## src/hw/pei_regs.svh

```systemverilog
/*
 * Offsets, reset values, field positions and widths of the PHY event,
 * interrupt and counter registers.
 * Assumes the includer uses these names only; definitions only here.
 */
`ifndef PEI_REGS_SVH
`define PEI_REGS_SVH
// ----------------------------------------------------------------------
// Register offsets (byte addresses in the controller space)
// ----------------------------------------------------------------------
`define PEI_OFF_IRQ_CTRL      8'hc4
`define PEI_OFF_IRQ_STAT_MASK 8'hc8
`define PEI_OFF_FALSE_CARRIER 8'hd0
`define PEI_OFF_SYMBOL_ERROR  8'hd4
`define PEI_OFF_PCS_CONFIG    8'hd8
// ----------------------------------------------------------------------
// Reset values
// ----------------------------------------------------------------------
`define PEI_RST_ZERO          16'h0000
`define PEI_RST_PCS_CONFIG    16'h0100
// ----------------------------------------------------------------------
// Field positions
// ----------------------------------------------------------------------
`define PEI_CTRL_TEST_BIT     0
`define PEI_CTRL_ALLOW_BIT    1
`define PEI_STAT_PENDING_BIT  15
`define PEI_STAT_MASK_HI      14
`define PEI_STAT_MASK_LO      9
`define PEI_CNT_HI            7
`define PEI_PCS_BLOCK_SKIP    12
`define PEI_PCS_FREE_CLK      11
`define PEI_PCS_TRUE_QUIET    10
`define PEI_PCS_SD_OVERRIDE   9
`define PEI_PCS_SD_ALGO       8
`define PEI_PCS_FORCE_LINK    5
`define PEI_PCS_NRZI_SKIP     2
// Writable bits of the PCS configuration register
`define PEI_PCS_WRITE_MASK    16'h1f24
// ----------------------------------------------------------------------
// Widths and limits
// ----------------------------------------------------------------------
`define PEI_CNT_MAX           8'hff
`define PEI_ADDR_W            8
`define PEI_DATA_W            16
`endif

```

## src/hw/pei_pkg.sv

```systemverilog
/*
 * Types of the PHY event, interrupt and counter register block.
 * Assumes pei_regs.svh is on the include path.
 */
`include "pei_regs.svh"
package pei_pkg;
    // Event vector order matches mask bits 14 down to 9
    typedef logic [5:0] pei_event_type;

    // Whole state of the block
    typedef struct packed {
        logic          test_force;   // Test interrupt control
        logic          event_allow;  // Event interrupt enable
        pei_event_type mask;         // Event blocks, 1 = blocked
        logic          pending;      // Interrupt pending flag
        logic [7:0]    fc_count;     // False carrier tally
        logic [7:0]    se_count;     // Symbol error tally
        logic          se_seen;      // Error already counted in carrier
        logic [15:0]   pcs;          // PCS configuration bits
        logic [15:0]   rdata;        // Read data
        logic          rvalid;       // Read data valid
    } pei_state_type;
endpackage : pei_pkg

```

## src/hw/pei_top.sv

```systemverilog
/*
 * PHY event interrupt control, masked event status with clear-on-read
 * pending flag, two saturating 8-bit error counters and the 100 Mb/s PCS
 * configuration bits.
 * Assumes all event inputs are single-cycle pulses or levels produced by
 * logic on i_ref_clk, and a simple register port: one-cycle read or write
 * strobes with address and data, read data returned one cycle later.
 */
// Function
// - Link change, jabber, remote fault, autoneg done, counter half-full are events.
// - Test interrupt works regardless of the event interrupt enable.
// - Control bit 0 set raises an interrupt at every register read completion.
// - Control bit 1 gates event interrupts; zero suppresses all of them.
// - Event interrupts only when its mask bit clear and enable set.
// - Status bit 15 reads pending, read-only, cleared by the read returning it.
// - Mask bits 14..9 map link, jabber, fault, autoneg, carrier half, error half.
// - Reserved bits ignore writes and read as zero.
// - False carrier counter counts each event and saturates at FFh.
// - False carrier counter resets to zero, is writable, clears on read.
// - Error counter counts once per carrier, needs invalid symbol, no collision.
// - Error counter saturates, resets to zero, is writable, clears on read.
// - PCS bit 12 set bypasses the 4B/5B encoder functions.
// - PCS bit 11 set makes the receive clock free-running.
// - PCS bit 10 set selects the true quiet transmit mode.
// - PCS bit 9 set forces the signal detect indication active.
// - PCS bit 8 selects enhanced signal detect; reset value 0100h.
// - PCS bit 5 forces good 100 Mb/s link, ORed with controller override.
// - PCS bit 2 set bypasses NRZI encoding and decoding.
// - All registers 16 bits; reset 0000h except PCS config at 0100h.
`include "pei_regs.svh"
module pei_top (
    input  wire logic        i_ref_clk,                  // Core clock, 200 MHz
    input  wire logic        i_reset,                    // Synchronous reset, high
    // Register port
    input  wire logic        i_reg_rd,                   // Read strobe, one cycle
    input  wire logic        i_reg_wr,                   // Write strobe, one cycle
    input  wire logic [7:0]  i_reg_addr,                 // Byte offset
    input  wire logic [15:0] i_reg_wdata,                // Write data
    output logic [15:0]      o_reg_rdata,                // Read data, registered
    output logic             o_reg_rvalid,               // Read data valid pulse
    // Events from the PHY logic
    input  wire logic        i_link_change,              // Link state change pulse
    input  wire logic        i_jabber,                   // Jabber event pulse
    input  wire logic        i_remote_fault,             // Remote fault pulse
    input  wire logic        i_autoneg_done,             // Autoneg complete pulse
    input  wire logic        i_false_carrier,            // False carrier event pulse
    input  wire logic        i_carrier_valid,            // Valid carrier level
    input  wire logic        i_invalid_symbol,           // Invalid data symbol pulse
    input  wire logic        i_collision,                // Collision level
    input  wire logic        i_controller_fast_link_override, // Controller force link
    // Interrupt and PCS controls
    output logic             o_host_status_phy_flag,     // PHY interrupt pending
    output logic             o_block_code_skip,          // Bypass 4B/5B
    output logic             o_receive_clock_free_run,   // Free-running rx clock
    output logic             o_true_quiet_transmit_select, // True quiet transmit
    output logic             o_signal_detect_override,   // Force signal detect
    output logic             o_signal_detect_algorithm_select, // 1 = enhanced
    output logic             o_fast_link_force,          // Forced good 100 link
    output logic             o_nrzi_skip                 // Bypass NRZI
);

    // ------------------------------------------------------------------
    // Helper functions
    // ------------------------------------------------------------------

    // Saturating increment; holding at the top keeps the tally honest
    function automatic logic [7:0] pei_sat_inc(input logic [7:0] value);
        logic [7:0] result;
        result = value;
        if (value != `PEI_CNT_MAX) begin
            result = value + 8'h01;
        end
        return result;
    endfunction : pei_sat_inc

    // Top bit rising from one value to the next
    function automatic logic pei_half_rise(input logic [7:0] old_val,
                                           input logic [7:0] new_val);
        return !old_val[`PEI_CNT_HI] && new_val[`PEI_CNT_HI];
    endfunction : pei_half_rise

    // Address match helper, shared by read and write decode
    function automatic logic pei_hit(input logic [7:0] addr,
                                     input logic [7:0] offset);
        return addr == offset;
    endfunction : pei_hit

    // ------------------------------------------------------------------
    // State
    // ------------------------------------------------------------------

    pei_pkg::pei_state_type state_reg;
    pei_pkg::pei_state_type state_next;

    // Decoded accesses and derived events
    logic                   hit_ctrl;
    logic                   hit_stat;
    logic                   hit_fc;
    logic                   hit_se;
    logic                   hit_pcs;
    logic                   se_event;
    pei_pkg::pei_event_type events;

    // Address decode, reused by both strobes
    always_comb begin
        hit_ctrl = pei_hit(i_reg_addr, `PEI_OFF_IRQ_CTRL);
        hit_stat = pei_hit(i_reg_addr, `PEI_OFF_IRQ_STAT_MASK);
        hit_fc   = pei_hit(i_reg_addr, `PEI_OFF_FALSE_CARRIER);
        hit_se   = pei_hit(i_reg_addr, `PEI_OFF_SYMBOL_ERROR);
        hit_pcs  = pei_hit(i_reg_addr, `PEI_OFF_PCS_CONFIG);
    end

    // Qualified symbol error: once per carrier, never during a collision
    assign se_event = i_carrier_valid && i_invalid_symbol
                      && !i_collision && !state_reg.se_seen;

    // ------------------------------------------------------------------
    // Next-state logic
    // ------------------------------------------------------------------

    always_comb begin
        logic [7:0] fc_base;
        logic [7:0] se_base;
        logic       test_set;
        logic       event_set;
        fc_base    = 8'h00;
        se_base    = 8'h00;
        test_set   = 1'b0;
        event_set  = 1'b0;
        state_next = state_reg;
        events     = '0;

        // Read data; unmapped offsets and reserved bits return zero
        state_next.rvalid = i_reg_rd;
        state_next.rdata  = `PEI_RST_ZERO;
        if (i_reg_rd) begin
            if (hit_ctrl) begin
                state_next.rdata[`PEI_CTRL_TEST_BIT]  = state_reg.test_force;
                state_next.rdata[`PEI_CTRL_ALLOW_BIT] = state_reg.event_allow;
            end
            if (hit_stat) begin
                state_next.rdata[`PEI_STAT_PENDING_BIT] = state_reg.pending;
                state_next.rdata[`PEI_STAT_MASK_HI:`PEI_STAT_MASK_LO] = state_reg.mask;
            end
            if (hit_fc) begin
                state_next.rdata[`PEI_CNT_HI:0] = state_reg.fc_count;
            end
            if (hit_se) begin
                state_next.rdata[`PEI_CNT_HI:0] = state_reg.se_count;
            end
            if (hit_pcs) begin
                state_next.rdata = state_reg.pcs;
            end
        end

        // Control and mask writes; read-only and reserved bits dropped
        if (i_reg_wr && hit_ctrl) begin
            state_next.test_force  = i_reg_wdata[`PEI_CTRL_TEST_BIT];
            state_next.event_allow = i_reg_wdata[`PEI_CTRL_ALLOW_BIT];
        end
        if (i_reg_wr && hit_stat) begin
            state_next.mask = i_reg_wdata[`PEI_STAT_MASK_HI:`PEI_STAT_MASK_LO];
        end
        if (i_reg_wr && hit_pcs) begin
            state_next.pcs = i_reg_wdata & `PEI_PCS_WRITE_MASK;
        end

        // False carrier tally: clear on read, else write, then count
        if (i_reg_rd && hit_fc) begin
            fc_base = 8'h00;
        end else if (i_reg_wr && hit_fc) begin
            fc_base = i_reg_wdata[`PEI_CNT_HI:0];
        end else begin
            fc_base = state_reg.fc_count;
        end
        // Counting after the clear keeps an event landing on the read
        state_next.fc_count = i_false_carrier ? pei_sat_inc(fc_base) : fc_base;

        // Symbol error tally, same precedence as the carrier tally
        if (i_reg_rd && hit_se) begin
            se_base = 8'h00;
        end else if (i_reg_wr && hit_se) begin
            se_base = i_reg_wdata[`PEI_CNT_HI:0];
        end else begin
            se_base = state_reg.se_count;
        end
        state_next.se_count = se_event ? pei_sat_inc(se_base) : se_base;

        // One count per carrier: arm when carrier ends
        if (!i_carrier_valid) begin
            state_next.se_seen = 1'b0;
        end else if (se_event) begin
            state_next.se_seen = 1'b1;
        end

        // Event vector in mask bit order, 14 down to 9
        events[5] = i_link_change;
        events[4] = i_jabber;
        events[3] = i_remote_fault;
        events[2] = i_autoneg_done;
        events[1] = pei_half_rise(state_reg.fc_count, state_next.fc_count);
        events[0] = pei_half_rise(state_reg.se_count, state_next.se_count);

        // Masked, enabled events; enable off blocks every event source
        event_set = state_reg.event_allow && |(events & ~state_reg.mask);

        // Test interrupt on every read, independent of the enable
        test_set = i_reg_rd && state_reg.test_force;

        // Pending: read clears it, but a same-cycle set wins
        if (i_reg_rd && hit_stat) begin
            state_next.pending = 1'b0;
        end
        if (event_set || test_set) begin
            state_next.pending = 1'b1;
        end
    end

    // ------------------------------------------------------------------
    // State register
    // ------------------------------------------------------------------

    // Hard reset values; only the PCS register is not all zero
    always_ff @(posedge i_ref_clk) begin
        if (i_reset) begin
            state_reg             <= '0;
            state_reg.pcs         <= `PEI_RST_PCS_CONFIG;
            state_reg.rdata       <= `PEI_RST_ZERO;
        end else begin
            state_reg <= state_next;
        end
    end

    // ------------------------------------------------------------------
    // Outputs
    // ------------------------------------------------------------------

    // Register port answer
    assign o_reg_rdata  = state_reg.rdata;
    assign o_reg_rvalid = state_reg.rvalid;

    // Interrupt towards the host status register
    assign o_host_status_phy_flag = state_reg.pending;

    // PCS controls straight from the register bits
    assign o_block_code_skip               = state_reg.pcs[`PEI_PCS_BLOCK_SKIP];
    assign o_receive_clock_free_run        = state_reg.pcs[`PEI_PCS_FREE_CLK];
    assign o_true_quiet_transmit_select    = state_reg.pcs[`PEI_PCS_TRUE_QUIET];
    assign o_signal_detect_override        = state_reg.pcs[`PEI_PCS_SD_OVERRIDE];
    assign o_signal_detect_algorithm_select = state_reg.pcs[`PEI_PCS_SD_ALGO];
    assign o_nrzi_skip                     = state_reg.pcs[`PEI_PCS_NRZI_SKIP];

    // The controller override is a live input, so the OR is combinational
    assign o_fast_link_force = state_reg.pcs[`PEI_PCS_FORCE_LINK]
                               || i_controller_fast_link_override;

endmodule : pei_top

```

## config.mk

```make
export PLATFORM = sky130hd
export DESIGN_NAME = pei_top
export DESIGN_NICKNAME = d
export VERILOG_FILES = /design/src/hw/pei_pkg.sv /design/src/hw/pei_top.sv
export VERILOG_INCLUDE_DIRS = /design/src /design/src/hw
export SDC_FILE = /design/constraint.sdc
export NUM_CORES = 1
export LEC_CHECK = 0
export BUFFER_PORTS_ARGS = -buffer_cell sky130_fd_sc_hd__buf_2
export CAP_MARGIN = 20
export CORE_MARGIN = 1
export CORE_UTILIZATION = 50
export CTS_BUF_LIST = sky130_fd_sc_hd__clkbuf_4 sky130_fd_sc_hd__clkbuf_8
export DETAILED_ROUTE_END_ITERATION = 10
export HOLD_SLACK_MARGIN = 0.06
export PLACE_DENSITY = 0.75
export SYNTH_ARGS = -nofsm -noshare
export SYNTH_HDL_FRONTEND = slang
export SYNTH_SLANG_ARGS = --single-unit
```

## constraint.sdc

```tcl
create_clock -name i_ref_clk -period 2.79 [get_ports i_ref_clk]
set_input_delay 0.1395 -clock i_ref_clk [delete_from_list [all_inputs] [get_ports i_ref_clk]]
set_output_delay 0.1395 -clock i_ref_clk [all_outputs]
set_load 0.02 [all_outputs]
```

==> results.py <==
metrics = {
    "synth": {
        "synth_edf_count": 0,
        "synthFlopType": "dfxtp_1",
        "synth_top_area_share_pct": 39.0,
        "async_reset_ff_share_pct": 0,
        "netlist.top_cell.by_area": "dfxtp_1",
        "syn_nets": 343,
        "yosysMostFrequentCell": "dfxtp_1",
        "synth_cells": 304,
        "yosys_warnings": 0,
        "syn_area_per_cell_um2": 8.45,
        "ys_types": 58,
        "synth.area.top_cells": "dfxtp_1 39%, nand2_1 6.1%, buf_4 5.0%",
        "ys_ff_latch": 50,
        "netlist_area_um2": 2570,
        "ys_seq_area_share_pct": 39.0,
        "synthTopCellsByCount": "50 x dfxtp_1, 42 x nand2_1, 26 x nor2_1",
    },
    "setup_path": {
        "slowest_delay_ps": 670,
        "cp_common_cell": "nor2_1",
        "crit_buf_inv": 1,
        "start_kind": "primary input",
        "path_delay_family": "simple AND/OR/NAND/NOR gates",
        "arrival_ps": 2510,
        "cp_max_fo": 6,
        "end_kind": "flop",
        "crit_slowest_cell": "or4b_1",
        "worst-setup-path-type": "in -> reg",
        "required_ps": 2980,
        "crit_chain": "buf_2 > or4b_1 > nor2_1 > a32o_1 > ha_1 > nand4_1 > o21ai_2 > mux2i_1 > nor2_1",
    },
    "power": {
        "p_per_area_nw_per_um2": 430,
        "ir_drop_mv": 0.240,
        "p_leak_nw": 1.23,
        "power_mw": 1.28,
    },
    "grt": {
        "grt_start_max_net_pins": 28,
        "grt_pass1_vias": 2123,
        "use_met1_pct": 36.7,
        "gr-total-overflow": 0,
        "use_met3_pct": 3.43,
        "grt_pass1_wl_um": 10400,
        "grtUsageTotal_pct": 25.1,
        "grt.busiest_layer": "met2",
        "grtUsageMet2_pct": 38.9,
        "antenna_found_initial": 0,
    },
    "final_layout": {
        "drive_gt1_share_pct": 26.5,
        "utilization_pct": 61.7,
        "syn_to_final_growth_pct": 15.7,
        "layout.cells.non_filler": 425,
        "final_area_um2": 2970,
        "diodes": 0,
        "largest_reg_flops": 26,
        "nNetsFinal": 396,
    },
    "drt": {
        "routed_wirelength_um": 6480,
        "drc": 0,
        "drtPass1Iterations": 7,
        "vias": 2464,
        "drtAntennaViolNets": 0,
        "drt_iter0_markers": 282,
        "via_per_inst": 5.80,
        "wl_per_cell_um": 15.2,
    },
    "clocking": {
        "cts_buffer_depth": 2,
        "htreeDepth": 2,
        "numCtsBuffers": 5,
        "clk_latency_ps": 310,
        "hold_buffers": 0,
        "ctsResizeCount": 0,
        "cts.sinks": 50,
        "tritoncts": "done",
        "cts_setup_buffers": 0,
        "clk_pin_slew_ps": 100,
        "root_buffer": "clkbuf_8",
    },
    "place": {
        "dpl.hpwl_um": 5030,
        "io_buffers": 60,
        "place_area_um2": 2880,
        "placed_cells": 417,
        "place.gp.congestion": 0.916,
    },
    "floorplanning": {
        "fp-row-count": 25,
        "dieWidth_um": 73.7,
        "io_pins": 62,
        "core_um2": 4820,
        "die-area_um2": 5430,
        "start_util_pct": 53.3,
        "die_height_um": 73.7,
    },
    "sta": {
        "fin_tns_setup_ps": 0,
        "worst_slew_pin_slew_ps": 723,
        "hold_viol": 0,
        "slew_headroom_pct": 51.1,
        "rsz0062_at_grt": "false",
        "post-route-period-util_pct": 83.2,
        "slew_violations": 0,
        "fin_skew_ps": 9.30,
        "layout_min_cycle_time_ps": 2320,
        "finalSetupViolCount": 0,
        "fmax_mhz": 431,
    },
    "min_path": {
        "hold_path_class": "in -> reg",
    },
    "status": {
        "status": "completed",
    },
    "flow_run": {
        "drv_cap": 0,
    },
}
==> where the power goes <==
part	leakage (nW)	internal, mW	switching [mW]
combinational	0.776	0.0430	0.0708
sequential	0.404	0.719	0.00460
clock	0.0502	0.186	0.254
total	1.23	0.948	0.329
==> per-layer routing <==
metal / vias up / share of wire, % / wire length (µm)
li1: 1208 / - / -
met1: 1118 / 46 / 2950
met2: 128 / 45 / 2880
met3: 10 / 8.5 / 553
met4: 0 / 1.4 / 88
met5: - / 0 / 0
==> cells in the final DEF (no fill, tap or decap), types with 5 or more instances in the layout <==
cell | netlist | routed
a21oi_1 | 21 | 21
a22o_1 | 5 | 5
a22oi_1 | 8 | 8
a32o_1 | 5 | 5
buf_2 | 2 | 60
buf_4 | 17 | 13
clkbuf_8 | 0 | 5
dfxtp_1 | 50 | 50
inv_1 | 9 | 9
mux2i_1 | 5 | 5
nand2_1 | 42 | 42
nand3_1 | 21 | 21
nand4_1 | 6 | 6
nor2_1 | 26 | 26
o21ai_0 | 10 | 10
==> cell families after synthesis <==
| family | after synthesis | share of synthesized area, % |
|---|---|---|
| adder cells (fa/ha/maj) | 2 | 0.974 |
| flip-flops | 50 | 39.0 |
| XOR/XNOR | 4 | 1.36 |
| buffers and inverters | 36 | 8.13 |
| AO/OA/AOI/OAI | 77 | 21.6 |
| multiplexers | 5 | 1.95 |
| AND/OR/NAND/NOR | 130 | 27.0 |
==> stage by stage <==
stage	worst slack [ps]	hold slack, ps
detailed placement	202	406
global route	298	83.3
CTS	521	80.6
global placement	251	382
floorplan	575	283
finish	468	78.8
==> path summary, 6_finish.rpt <==
| check | from | end | slack, ps | cells past startpoint |
|---|---|---|---|---|
| hold / removal | i_reg_wdata[13] | state_reg[55] | 80 | 3 |
| setup / recovery | i_reg_addr[1] | state_reg[35] | 470 | 9 |
| setup reg to reg | state_reg[33] | o_host_status_phy_flag | 770 | 5 |
| hold reg to reg | o_block_code_skip | o_block_code_skip | 480 | 2 |
==> final cells by class <==
type / count / area [µm²]
well taps: 67 / 83.8
flip-flops and latches: 50 / 1000
repair buffers: 73 / 398
multi-input cells: 218 / 1360
fillers: 462 / 1840
inverters: 9 / 33.8
clock buffers: 5 / 68.8
clock inverters: 3 / 28.8
==> worst min-delay path, cell delays in order <==
cell and delay, ps:
buf_2 100, nand3_1 50, a21oi_1 50
(Power assumes the default switching activity.)
